**config.mk**
```make
export PLATFORM = sky130hd
export DESIGN_NAME = gttb_top
export DESIGN_NICKNAME = d
export VERILOG_FILES = /design/src/rtl/gttb_pkg.sv /design/src/rtl/gttb_top.sv
export SDC_FILE = /design/constraint.sdc
export NUM_CORES = 1
export LEC_CHECK = 0
export BUFFER_PORTS_ARGS = -buffer_cell sky130_fd_sc_hd__buf_2
export CORE_AREA = 2 2 176 178
export CTS_CLUSTER_DIAMETER = 120
export DETAILED_ROUTE_END_ITERATION = 10
export DIE_AREA = 0 0 178 180
export GPL_TIMING_DRIVEN = 0
export HOLD_SLACK_MARGIN = 0.08
export PLACE_DENSITY = 0.5
export SYNTH_ARGS = -nofsm -noshare
export SYNTH_HDL_FRONTEND = slang
export SYNTH_SLANG_ARGS = --single-unit
```
**constraint.sdc**
```tcl
create_clock -name MCLK_I -period 5.6 [get_ports MCLK_I]
set_input_delay 0.84 -clock MCLK_I [delete_from_list [all_inputs] [get_ports MCLK_I]]
set_output_delay 0.84 -clock MCLK_I [all_outputs]
set_load 0.05 [all_outputs]
```
**src/rtl/gttb_pkg.sv**
```systemverilog
// Shared constants of the general timer time base.
// Assumes a 32-bit Avalon-MM slave port with byte addresses.
package gttb_pkg;
  // ****************************************
  // Register byte offsets
  // ****************************************
  localparam logic [7:0] OFS_CTRL = 8'h00;
  localparam logic [7:0] OFS_SLAVE = 8'h04;
  localparam logic [7:0] OFS_STATUS = 8'h08;
  localparam logic [7:0] OFS_EVGEN = 8'h0c;
  localparam logic [7:0] OFS_COUNT = 8'h10;
  localparam logic [7:0] OFS_PRESC = 8'h14;
  localparam logic [7:0] OFS_RELOAD = 8'h18;
  // ****************************************
  // Field positions
  // ****************************************
  localparam int CTRL_RUN = 0;
  localparam int CTRL_SUPPRESS = 1;
  localparam int CTRL_DIR = 4;
  localparam int CTRL_CAM_LO = 5;
  localparam int CTRL_CAM_HI = 6;
  localparam int SLV_SMS_LO = 0;
  localparam int SLV_SMS_HI = 2;
  localparam int SLV_TRG_LO = 4;
  localparam int SLV_TRG_HI = 6;
  localparam int SLV_ECM1 = 14;
  localparam int SLV_FALL = 15;
  localparam int STAT_UPD = 0;
  localparam int EVG_UPD = 0;
  // ****************************************
  // Reset values and encodings
  // ****************************************
  localparam logic [15:0] RST_RELOAD = 16'hffff;
  localparam logic [15:0] RST_ZERO = 16'h0000;
  localparam logic [2:0] SMS_INTERNAL = 3'h0;
  localparam logic [2:0] SMS_EXT_MODE0 = 3'h7;
  localparam logic [2:0] SMS_FIRST_KERNEL = 3'h4;
  localparam logic [2:0] SMS_LAST_KERNEL = 3'h6;
  localparam logic [2:0] TRG_LAST_ITI = 3'h3;
  localparam logic [2:0] TRG_CH0_BOTH = 3'h4;
  localparam logic [2:0] TRG_CH0_EDGE = 3'h5;
  localparam logic [2:0] TRG_CH1_EDGE = 3'h6;
  localparam logic [2:0] TRG_ETI = 3'h7;
  localparam logic [1:0] CAM_EDGE = 2'h0;
  localparam int ETI_FILTER_LEN = 4;
endpackage : gttb_pkg

```
**src/rtl/gttb_top.sv**
```systemverilog
// General timer time base: clock source select, prescaler and counter.
// Assumes all pin and trigger inputs are already synchronous to MCLK_I
// and that MCLK_I is the timer kernel clock (40 MHz).
//
// Implementation choices: the register offsets and the Avalon-MM register port.
module gttb_top #(
  parameter int CNT_W = 16,
  parameter int FILT_LEN = gttb_pkg::ETI_FILTER_LEN
) (
  input wire logic MCLK_I,
  input wire logic NRST_I,
  input wire logic [7:0] AVS_ADDRESS_I,
  input wire logic AVS_READ_I,
  input wire logic AVS_WRITE_I,
  input wire logic [31:0] AVS_WRITEDATA_I,
  input wire logic [3:0] AVS_BYTEENABLE_I,
  output logic [31:0] AVS_READDATA_O,
  output logic AVS_WAITREQUEST_O,
  input wire logic [3:0] ITI_I,
  input wire logic CH0_PIN_I,
  input wire logic CH1_PIN_I,
  input wire logic ETI_I,
  output logic UPDATE_O,
  output logic DIR_O,
  output logic [CNT_W-1:0] COUNTER_O
);
  // ****************************************
  // Byte lane merge
  // ****************************************
  function automatic logic [31:0] be_merge(input logic [31:0] old_v,
                                           input logic [31:0] new_v,
                                           input logic [3:0] be);
    logic [31:0] r;
    r = old_v;
    for (int b = 0; b < 4; b++)
    begin
      if (be[b])
      begin
        r[b*8 +: 8] = new_v[b*8 +: 8];
      end
    end
    return r;
  endfunction : be_merge

  logic ack_q;
  logic wr_ok;
  logic rd_go;
  logic [31:0] rd_d;
  logic [31:0] rd_q;
  logic run_q;
  logic suppress_q;
  logic dir_q;
  logic [1:0] cam_q;
  logic [2:0] sms_q;
  logic [2:0] trg_q;
  logic ecm1_q;
  logic fall_q;
  logic flag_q;
  logic [CNT_W-1:0] cnt_q;
  logic [CNT_W-1:0] psc_pre_q;
  logic [CNT_W-1:0] psc_sh_q;
  logic [CNT_W-1:0] psc_cnt_q;
  logic [CNT_W-1:0] arr_pre_q;
  logic [CNT_W-1:0] arr_sh_q;
  logic [3:0] iti_prev_q;
  logic ch0_prev_q;
  logic ch1_prev_q;
  logic [FILT_LEN-1:0] eti_hist_q;
  logic eti_filt_q;
  logic eti_prev_q;
  logic upd_q;
  logic [31:0] ctrl_w;
  logic [31:0] slave_w;
  logic [31:0] wdata;
  logic sw_upd;
  logic src_tick;
  logic cnt_tick;
  logic hw_evt;
  logic upd_evt;
  logic center;
  logic eti_rise;
  logic ch0_any;
  logic ch0_sel;
  logic ch1_sel;

  // ****************************************
  // Avalon-MM slave, one wait cycle per access
  // ****************************************
  assign AVS_WAITREQUEST_O = (AVS_READ_I | AVS_WRITE_I) & ~ack_q;
  assign wr_ok = AVS_WRITE_I & ack_q;
  assign rd_go = AVS_READ_I & ~ack_q;

  always_ff @(posedge MCLK_I or negedge NRST_I)
  begin
    if (!NRST_I)
    begin
      ack_q <= 1'b0;
    end
    else
    begin
      ack_q <= (AVS_READ_I | AVS_WRITE_I) & ~ack_q;
    end
  end

  assign ctrl_w = 32'(run_q) << gttb_pkg::CTRL_RUN
                | 32'(suppress_q) << gttb_pkg::CTRL_SUPPRESS
                | 32'(dir_q) << gttb_pkg::CTRL_DIR
                | 32'(cam_q) << gttb_pkg::CTRL_CAM_LO;
  assign slave_w = 32'(sms_q) << gttb_pkg::SLV_SMS_LO
                 | 32'(trg_q) << gttb_pkg::SLV_TRG_LO
                 | 32'(ecm1_q) << gttb_pkg::SLV_ECM1
                 | 32'(fall_q) << gttb_pkg::SLV_FALL;

  always_comb
  begin
    if (AVS_ADDRESS_I == gttb_pkg::OFS_CTRL)
      rd_d = ctrl_w;
    else if (AVS_ADDRESS_I == gttb_pkg::OFS_SLAVE)
      rd_d = slave_w;
    else if (AVS_ADDRESS_I == gttb_pkg::OFS_STATUS)
      rd_d = 32'(flag_q) << gttb_pkg::STAT_UPD;
    else if (AVS_ADDRESS_I == gttb_pkg::OFS_COUNT)
      rd_d = 32'(cnt_q);
    else if (AVS_ADDRESS_I == gttb_pkg::OFS_PRESC)
      rd_d = 32'(psc_pre_q);
    else if (AVS_ADDRESS_I == gttb_pkg::OFS_RELOAD)
      rd_d = 32'(arr_pre_q);
    else
      rd_d = 32'h0000_0000;
  end

  always_ff @(posedge MCLK_I or negedge NRST_I)
  begin
    if (!NRST_I)
    begin
      rd_q <= 32'h0000_0000;
    end
    else if (rd_go)
    begin
      rd_q <= rd_d;
    end
  end
  assign AVS_READDATA_O = rd_q;

  // ****************************************
  // Control registers
  // ****************************************
  always_comb
  begin
    if (AVS_ADDRESS_I == gttb_pkg::OFS_CTRL)
      wdata = be_merge(ctrl_w, AVS_WRITEDATA_I, AVS_BYTEENABLE_I);
    else
      wdata = be_merge(slave_w, AVS_WRITEDATA_I, AVS_BYTEENABLE_I);
  end

  assign center = cam_q != gttb_pkg::CAM_EDGE;

  always_ff @(posedge MCLK_I or negedge NRST_I)
  begin
    if (!NRST_I)
    begin
      run_q <= 1'b0;
      suppress_q <= 1'b0;
      cam_q <= gttb_pkg::CAM_EDGE;
      sms_q <= gttb_pkg::SMS_INTERNAL;
      trg_q <= 3'h0;
      ecm1_q <= 1'b0;
      fall_q <= 1'b0;
    end
    else if (wr_ok && AVS_ADDRESS_I == gttb_pkg::OFS_CTRL)
    begin
      run_q <= wdata[gttb_pkg::CTRL_RUN];
      suppress_q <= wdata[gttb_pkg::CTRL_SUPPRESS];
      cam_q <= wdata[gttb_pkg::CTRL_CAM_HI:gttb_pkg::CTRL_CAM_LO];
    end
    else if (wr_ok && AVS_ADDRESS_I == gttb_pkg::OFS_SLAVE)
    begin
      sms_q <= wdata[gttb_pkg::SLV_SMS_HI:gttb_pkg::SLV_SMS_LO];
      trg_q <= wdata[gttb_pkg::SLV_TRG_HI:gttb_pkg::SLV_TRG_LO];
      ecm1_q <= wdata[gttb_pkg::SLV_ECM1];
      fall_q <= wdata[gttb_pkg::SLV_FALL];
    end
  end

  // Preload values; shadows follow only on an update event
  always_ff @(posedge MCLK_I or negedge NRST_I)
  begin
    if (!NRST_I)
    begin
      psc_pre_q <= gttb_pkg::RST_ZERO;
      arr_pre_q <= gttb_pkg::RST_RELOAD;
    end
    else if (wr_ok && AVS_ADDRESS_I == gttb_pkg::OFS_PRESC)
    begin
      psc_pre_q <= CNT_W'(be_merge(32'(psc_pre_q), AVS_WRITEDATA_I, AVS_BYTEENABLE_I));
    end
    else if (wr_ok && AVS_ADDRESS_I == gttb_pkg::OFS_RELOAD)
    begin
      arr_pre_q <= CNT_W'(be_merge(32'(arr_pre_q), AVS_WRITEDATA_I, AVS_BYTEENABLE_I));
    end
  end

  assign sw_upd = wr_ok && AVS_ADDRESS_I == gttb_pkg::OFS_EVGEN
                  && AVS_BYTEENABLE_I[0] && AVS_WRITEDATA_I[gttb_pkg::EVG_UPD];

  // ****************************************
  // Clock source selection
  // ****************************************
  always_ff @(posedge MCLK_I or negedge NRST_I)
  begin
    if (!NRST_I)
    begin
      iti_prev_q <= 4'h0;
      ch0_prev_q <= 1'b0;
      ch1_prev_q <= 1'b0;
      eti_hist_q <= '0;
      eti_filt_q <= 1'b0;
      eti_prev_q <= 1'b0;
    end
    else
    begin
      iti_prev_q <= ITI_I;
      ch0_prev_q <= CH0_PIN_I;
      ch1_prev_q <= CH1_PIN_I;
      eti_hist_q <= {eti_hist_q[FILT_LEN-2:0], ETI_I};
      // The filtered level moves only after FILT_LEN agreeing samples
      if (&eti_hist_q)
        eti_filt_q <= 1'b1;
      else if (~|eti_hist_q)
        eti_filt_q <= 1'b0;
      eti_prev_q <= eti_filt_q;
    end
  end

  assign eti_rise = eti_filt_q & ~eti_prev_q;
  assign ch0_any = CH0_PIN_I ^ ch0_prev_q;
  assign ch0_sel = ch0_any & (CH0_PIN_I ^ fall_q);
  assign ch1_sel = (CH1_PIN_I ^ ch1_prev_q) & (CH1_PIN_I ^ fall_q);

  always_comb
  begin
    if (ecm1_q)
      src_tick = eti_rise;
    else if (sms_q == gttb_pkg::SMS_INTERNAL)
      src_tick = 1'b1;
    else if (sms_q >= gttb_pkg::SMS_FIRST_KERNEL && sms_q <= gttb_pkg::SMS_LAST_KERNEL)
      src_tick = 1'b1;
    else
    begin
      // Slave modes 1, 2, 3 and 7 take the trigger-selected source
      case (trg_q)
        gttb_pkg::TRG_CH0_BOTH: src_tick = ch0_any;
        gttb_pkg::TRG_CH0_EDGE: src_tick = ch0_sel;
        gttb_pkg::TRG_CH1_EDGE: src_tick = ch1_sel;
        gttb_pkg::TRG_ETI: src_tick = eti_rise;
        default: src_tick = ITI_I[trg_q[1:0]] & ~iti_prev_q[trg_q[1:0]];
      endcase
    end
  end

  // ****************************************
  // Prescaler
  // ****************************************
  assign cnt_tick = run_q && src_tick && psc_cnt_q >= psc_sh_q;

  always_ff @(posedge MCLK_I or negedge NRST_I)
  begin
    if (!NRST_I)
    begin
      psc_cnt_q <= gttb_pkg::RST_ZERO;
    end
    else if (sw_upd || upd_evt)
    begin
      psc_cnt_q <= gttb_pkg::RST_ZERO;
    end
    else if (run_q && src_tick)
    begin
      if (psc_cnt_q >= psc_sh_q)
        psc_cnt_q <= gttb_pkg::RST_ZERO;
      else
        psc_cnt_q <= psc_cnt_q + 1'b1;
    end
  end

  always_ff @(posedge MCLK_I or negedge NRST_I)
  begin
    if (!NRST_I)
    begin
      psc_sh_q <= gttb_pkg::RST_ZERO;
      arr_sh_q <= gttb_pkg::RST_RELOAD;
    end
    else if (upd_evt)
    begin
      psc_sh_q <= psc_pre_q;
      arr_sh_q <= arr_pre_q;
    end
  end

  // ****************************************
  // Counter
  // ****************************************
  always_comb
  begin
    hw_evt = 1'b0;
    if (cnt_tick)
    begin
      if (center)
        hw_evt = dir_q ? (cnt_q <= CNT_W'(1)) : (cnt_q >= arr_sh_q - 1'b1);
      else if (dir_q)
        hw_evt = cnt_q == gttb_pkg::RST_ZERO;
      else
        hw_evt = cnt_q >= arr_sh_q;
    end
  end

  assign upd_evt = (hw_evt || sw_upd) && !suppress_q;

  always_ff @(posedge MCLK_I or negedge NRST_I)
  begin
    if (!NRST_I)
    begin
      cnt_q <= gttb_pkg::RST_ZERO;
    end
    else if (wr_ok && AVS_ADDRESS_I == gttb_pkg::OFS_COUNT)
    begin
      cnt_q <= CNT_W'(be_merge(32'(cnt_q), AVS_WRITEDATA_I, AVS_BYTEENABLE_I));
    end
    else if (sw_upd)
    begin
      // Software restart; the counter is cleared, or reloaded in edge down mode, even when events are suppressed
      if (!center && dir_q)
        cnt_q <= arr_pre_q;
      else
        cnt_q <= gttb_pkg::RST_ZERO;
    end
    else if (cnt_tick)
    begin
      if (center)
      begin
        if (dir_q && cnt_q <= CNT_W'(1))
          cnt_q <= gttb_pkg::RST_ZERO;
        else if (!dir_q && cnt_q >= arr_sh_q - 1'b1)
          cnt_q <= arr_sh_q;
        else if (dir_q)
          cnt_q <= cnt_q - 1'b1;
        else
          cnt_q <= cnt_q + 1'b1;
      end
      else if (dir_q)
        cnt_q <= (cnt_q == gttb_pkg::RST_ZERO) ? arr_sh_q : cnt_q - 1'b1;
      else
        cnt_q <= (cnt_q >= arr_sh_q) ? gttb_pkg::RST_ZERO : cnt_q + 1'b1;
    end
  end

  // Direction is software-owned in edge mode, hardware-owned in center mode
  always_ff @(posedge MCLK_I or negedge NRST_I)
  begin
    if (!NRST_I)
    begin
      dir_q <= 1'b0;
    end
    else if (center)
    begin
      if (sw_upd)
        dir_q <= 1'b0;
      else if (cnt_tick && dir_q && cnt_q <= CNT_W'(1))
        dir_q <= 1'b0;
      else if (cnt_tick && !dir_q && cnt_q >= arr_sh_q - 1'b1)
        dir_q <= 1'b1;
    end
    else if (wr_ok && AVS_ADDRESS_I == gttb_pkg::OFS_CTRL)
    begin
      dir_q <= wdata[gttb_pkg::CTRL_DIR];
    end
  end

  // ****************************************
  // Update flag and outputs
  // ****************************************
  always_ff @(posedge MCLK_I or negedge NRST_I)
  begin
    if (!NRST_I)
    begin
      flag_q <= 1'b0;
      upd_q <= 1'b0;
    end
    else
    begin
      upd_q <= upd_evt;
      // A new event in the clearing cycle keeps the flag set
      if (upd_evt)
        flag_q <= 1'b1;
      else if (wr_ok && AVS_ADDRESS_I == gttb_pkg::OFS_STATUS && AVS_BYTEENABLE_I[0]
               && !AVS_WRITEDATA_I[gttb_pkg::STAT_UPD])
        flag_q <= 1'b0;
    end
  end

  assign UPDATE_O = upd_q;
  assign DIR_O = dir_q;
  assign COUNTER_O = cnt_q;
endmodule : gttb_top

```
; ---- Word level (Yosys, flattened, before mapping)
; Index checks and enable logic that the tools add are counted.
[totals]
register_bits = 156
in_bits = 55
out_inout_bits = 51
wordCells = 169
[classes]
add_sub_neg = 4
order_cmp = 7
n_eq_ne = 14
n_mux = 48
bitwise = 23
reduce_logical = 46
[ops]
columns = op, n
row1 = 2-to-1 mux 16 bit, 16
row2 = 2-to-1 mux 32 bit, 5
row3 = greater-or-equal comparator 16 bit, 3
row4 = 2-to-1 mux 8 bit, 6
row5 = adder 16 x 1 -> 16 bit (second input constant), 2
row6 = subtractor 16 x 1 -> 16 bit (second input constant), 2
row7 = equality test 8 x 5 -> 1 bit (second input constant), 3
row8 = logical AND 1 bit, 22
row9 = 2-to-1 mux 1 bit, 18
row10 = equality test 8 x 4 -> 1 bit (second input constant), 2
row11 = <= comparator 16 x 1 -> 1 bit (second input constant), 1
row12 = logical NOT 16 bit, 1
row13 = OR 15 x 16 -> 16 bit, 1
row14 = OR 7 x 15 -> 15 bit, 1
row15 = equality test 3 bit (second input constant), 4
row16 = AND reduction 2 bit, 6
row17 = equality test 8 x 3 -> 1 bit (second input constant), 1
row18 = logical NOT 8 bit, 1
row19 = nonzero test 2 bit, 4
row20 = bitwise AND 1 bit, 7
row21 = OR 3 x 7 -> 7 bit, 1
row22 = OR 5 x 7 -> 7 bit, 1
row23 = != test 2 bit (second input constant), 3
row24 = AND reduction 3 bit, 2
row25 = other kinds (17), 29

; ---- Longest topological paths before layout
[logic_depth]
depth_word = 16
mapped_depth = 18
depth_no_buf = 17

; ---- Least setup slack after synthesis
; No wires, ideal clock.
[synth_path]
path_type = reg-to-reg
start = reg arr_sh_q[3]
end = reg psc_sh_q[10]
setup_ps = 125
arrival_ps = 3899
required_ps = 5475
slack_ps = 1577
stages_incl_launch_ff = 17
n_path_buf = 1
period_less_slack_ps = 4023
path_cell_list = dfstp_2 -> inv_1 -> nand4_1 -> nor2_1 -> nand2_1 -> nor3_1 -> nand2_1 -> nor4_1 -> xnor2_1 -> ha_1 -> nand4_1 -> o31ai_1 -> nor2_1 -> or4_4 -> a21oi_4 -> buf_6 -> mux2_2
[synth_between]
elab_chain_len = 7
word_cells_on_any_way = 9
[synth_lines]
columns = item, line
row1 = from (decl), gttb_top.sv:64  ; logic [CNT_W-1:0] arr_sh_q;
row2 = from (signal assigned), gttb_top.sv:290  ; arr_sh_q <= gttb_pkg::RST_RELOAD;
row3 = from (signal assigned), gttb_top.sv:295  ; arr_sh_q <= arr_pre_q;
row4 = subtractor 16 x 1 -> 16 bit, gttb_top.sv:308  ; hw_evt = dir_q ? (cnt_q <= CNT_W'(1)) : (cnt_q >= arr_sh_q - 1'b1);
row5 = greater-or-equal comparator 16 bit, gttb_top.sv:308
row6 = 2-to-1 mux 1 bit, gttb_top.sv:308
row7 = 2-to-1 mux 1 bit (*), gttb_top.sv:307  ; if (center)
row8 = 2-to-1 mux 1 bit (*), gttb_top.sv:305  ; if (cnt_tick)
row9 = logical OR 1 bit (*), gttb_top.sv:316  ; assign upd_evt = (hw_evt || sw_upd) && !suppress_q;
row10 = logical AND 1 bit (*), gttb_top.sv:316
row11 = to (signal assigned), gttb_top.sv:289  ; psc_sh_q <= gttb_pkg::RST_ZERO;
row12 = to (signal assigned), gttb_top.sv:294  ; psc_sh_q <= psc_pre_q;
row13 = to (decl), gttb_top.sv:61  ; logic [CNT_W-1:0] psc_sh_q;
; Every way passes the cells marked *; elsewhere a longest branch is shown, timed or not.
; A chain may end at the register's enable or synchronous reset.

; ---- Final worst setup path
[layout_path]
start = reg arr_sh_q[2]
end = reg psc_sh_q[10]
; The elaborated chain is that of the path after synthesis.

==> flow_metrics.py <==
metrics = {
    "setup_path": {
        "crit_required_ns": 5.90,
        "start_kind": "flip-flop",
        "critPathMaxStageDelay_ns": 0.83,
        "path_max_fanout": 10,
        "arrival_ns": 5.23,
        "path_cells": "inv_1, nand4_1, nor2_1, nand2_1, nor3_1, nand2_1, nor3_1, xnor2_1, ha_1, nand4_1, o31ai_2, nor2_1, or4_4, a21oi_4, buf_6, mux2_2",
        "cpMaxStageDelayCell": "o31ai_2",
        "end_kind": "flip-flop",
        "path_class": "reg2reg",
    },
    "placement": {
        "port_buffers": 69,
        "dp_cells": 1424,
        "hpwl_um": 22300,
        "gp_congestion": 0.918,
    },
    "outcome": {
        "status": "complete, but fails checks",
        "violations": "max-capacitance violations, max-slew violations",
    },
    "worst_hold_path": {
        "worst_hold_path_type": "in2async",
    },
    "finish": {
        "nFillCells": 3147,
        "syn_to_final_growth_pct": 16.8,
        "multi_input_area_um2": 4980,
        "drive_above_1_share": 0.227,
        "fin_cells": 1455,
        "antenna_cells": 0,
        "nets": 1155,
        "register_area_um2": 3540,
    },
    "cts": {
        "cts_tree": "built",
        "hold_buffers": 0,
        "cts_root_buf": "clkbuf_16",
        "cts_max_level": 4,
        "cts_setup_buffers": 0,
        "insertion_delay_ns": 0.44,
        "clockBufferDepth": 2,
        "clk_pin_slew_ns": 0.07,
        "cts_buffers": 17,
        "clock-sinks": 140,
        "post_cts_resize_count": 0,
    },
    "synthesis": {
        "synthTopCellsByArea": "dfrtp_1, dfstp_2, mux2_2, ha_1, o21ai_0",
        "syn_area_um2": 8970,
        "yosysSeqAreaShare": 0.395,
        "synth_seq_cells": 140,
        "synth_top_area_frac": 0.301,
        "async_flop_share": 1.00,
        "synth_top_flop_cell": "dfrtp_1",
        "yosysTopAreaCell": "dfrtp_1",
        "syn_area_per_cell_um2": 9.51,
        "synth_cell_types": 76,
        "synth_edf_count": 0,
        "synth_cells": 943,
        "ys.warnings.count": 0,
    },
    "drt": {
        "via_per_inst": 5.44,
        "route.detailed.drc": 0,
        "route.met2.wl_um": 13900,
        "dr.max_layer_used": "met4",
        "first_iter_violations": 710,
        "wl_met3_um": 1670,
        "routed-via-count": 7916,
        "ant_nets": 0,
        "wl_um": 29600,
        "avgRoutedWirePerCell_um": 20.4,
        "wl_met1_um": 13300,
        "drt-pass1-iter-count": 5,
    },
    "timing": {
        "fmax_mhz": 203,
        "final.setup.tns_ns": 0,
        "slew_viol_final": 1,
        "worstMarginPinSlew_ns": 1.49,
        "fin_crit_sh": 0.879,
        "finalSetupViolCount": 0,
        "timing.final.crit_period_ns": 4.92,
        "hold_viol_final": 0,
        "skew_ns": 0.0193,
        "maxSlewHeadroom": -0.000450,
        "rsz0062_at_grt": "false",
    },
    "floorplan": {
        "dieArea_um2": 32000,
        "core_area_um2": 30200,
        "num_rows": 64,
        "fp.dieW_um": 178,
        "io_pins": 106,
        "initial_core_util": 0.297,
        "die_h_um": 180,
    },
    "grt": {
        "gr-total-overflow": 0,
        "grt_pass1_vias": 7951,
        "groute.usage.overall": 0.189,
        "grt_pass1_wl_um": 46100,
        "grt_max_degree": 87,
        "grt_antenna_before_repair": 0,
    },
    "pwr": {
        "peakVddDrop_v": 0.000193,
        "power_leakage_nw": 4.62,
        "p_total_mw": 2.55,
        "powerDensity_nw_per_um2": 243,
    },
    "flow_run": {
        "cap_viol_max_count": 1,
    },
}
## final timing paths
| path | startpoint | endpoint | slack, ns | cells after the start |
|---|---|---|---|---|
| min in group MCLK_I | eti_hist_q[1] | eti_hist_q[2] | 0.38 | 0 |
| hold / removal | NRST_I | psc_cnt_q[12] | 0.38 | 1 |
| hold reg to reg | eti_hist_q[1] | eti_hist_q[2] | 0.38 | 0 |
| setup reg to reg | arr_sh_q[2] | psc_sh_q[10] | 0.68 | 16 |
| setup / recovery | arr_sh_q[2] | psc_sh_q[10] | 0.68 | 16 |
| max in group asynchronous | NRST_I | arr_sh_q[1] | 4.39 | 2 |
## critical path: cells and delay by family (launching register included)
kind	cells	cell delay (ns)
simple gates	9	2.02
mux	1	0.35
flops	1	0.43
compound gates	2	1.17
xor+xnor	1	0.11
buf+inv	2	0.36
fa+ha+maj	1	0.33
## routing by layer
metal	global-route usage	vias up
li1	-	3653
met1	0.256	3910
met2	0.305	299
met3	0.0296	54
met4	0.0620	0
met5	0	-
## logic make-up after synthesis
| group | count (synthesis) | synth area share |
|---|---|---|
| fa+ha+maj | 54 | 0.0750 |
| mux | 83 | 0.103 |
| buf+inv | 114 | 0.0575 |
| flops | 140 | 0.395 |
| other cells | 1 | 0.000418 |
| compound gates | 234 | 0.171 |
| xor+xnor | 47 | 0.0459 |
| simple gates | 270 | 0.152 |
## final cells by class
cell class | instances | area share
sequential | 140 | 0.338
clock inverter | 13 | 0.0123
inverter | 50 | 0.0179
buffer | 64 | 0.0313
multi-input combinational | 704 | 0.475
timing repair buffer | 70 | 0.0362
clock buffer | 18 | 0.0419
tap | 396 | 0.0473
## cell usage in the layout (no fill, tap or decap), types with 7 or more instances in the layout
master     netlist  routed
dfstp_2         32      32
nor4_1          14      13
mux2_2          69      69
nand2_1         66      66
dfrtp_1        108     108
inv_1           50      50
buf_4           16      16
buf_2            4      72
a21o_1           7       7
xor2_1          12      12
xnor2_1         35      35
nand3_1         20      20
or4_1            7       7
a22oi_1         12      12
mux2_1           7       7
o21ai_0         64      64
nand4_1         16      16
conb_1           1      16
a31oi_1         10      10
or3_1           19      19
mux2i_1          7       7
a211oi_1         7       7
nand2b_1         7       7
o211ai_1        10      10
a21oi_1         63      63
ha_1            53      53
nor2_1          68      68
clkbuf_16        0      17
nor3_1          24      24
a222oi_1        14      14
clkbuf_1        36      36
## cells in the mapped netlist (24+ instances only)
cell type,instances
ha_1,53
a21oi_1,63
dfstp_2,32
o21ai_0,64
mux2_2,69
inv_1,50
clkbuf_1,36
nor2_1,68
dfrtp_1,108
nor3_1,24
xnor2_1,35
nand2_1,66
## stage by stage
step           utilization  cell area [µm²]  setup WS (ns)  hold WS [ns]
5_1_grt              0.347            10500          0.347         0.396
6_report             0.347            10500          0.677         0.378
3_5_place_dp         0.328             9900          0.279         0.373
3_3_place_gp         0.327             9870          0.232         0.369
2_1_floorplan            -             9030           1.58         0.354
4_1_cts              0.347            10500          0.243         0.389
## state kept, by name, summed over array words and instances, names as in the netlist, 3 cells and up
signal	count
trg_q	3
arr_pre_q	16
eti_hist_q	4
AVS_READDATA_O	16
psc_pre_q	16
psc_cnt_q	16
iti_prev_q	4
psc_sh_q	16
sms_q	3
COUNTER_O	16
arr_sh_q	16
## power breakdown
| part | total (mW) | internal (mW) | switching [mW] |
|---|---|---|---|
| clock | 1.11 | 0.630 | 0.485 |
| combinational | 0.370 | 0.114 | 0.256 |
| sequential | 1.06 | 1.03 | 0.0308 |
| total | 2.55 | 1.78 | 0.772 |
Note: power is estimated with default switching activity, not from simulation.
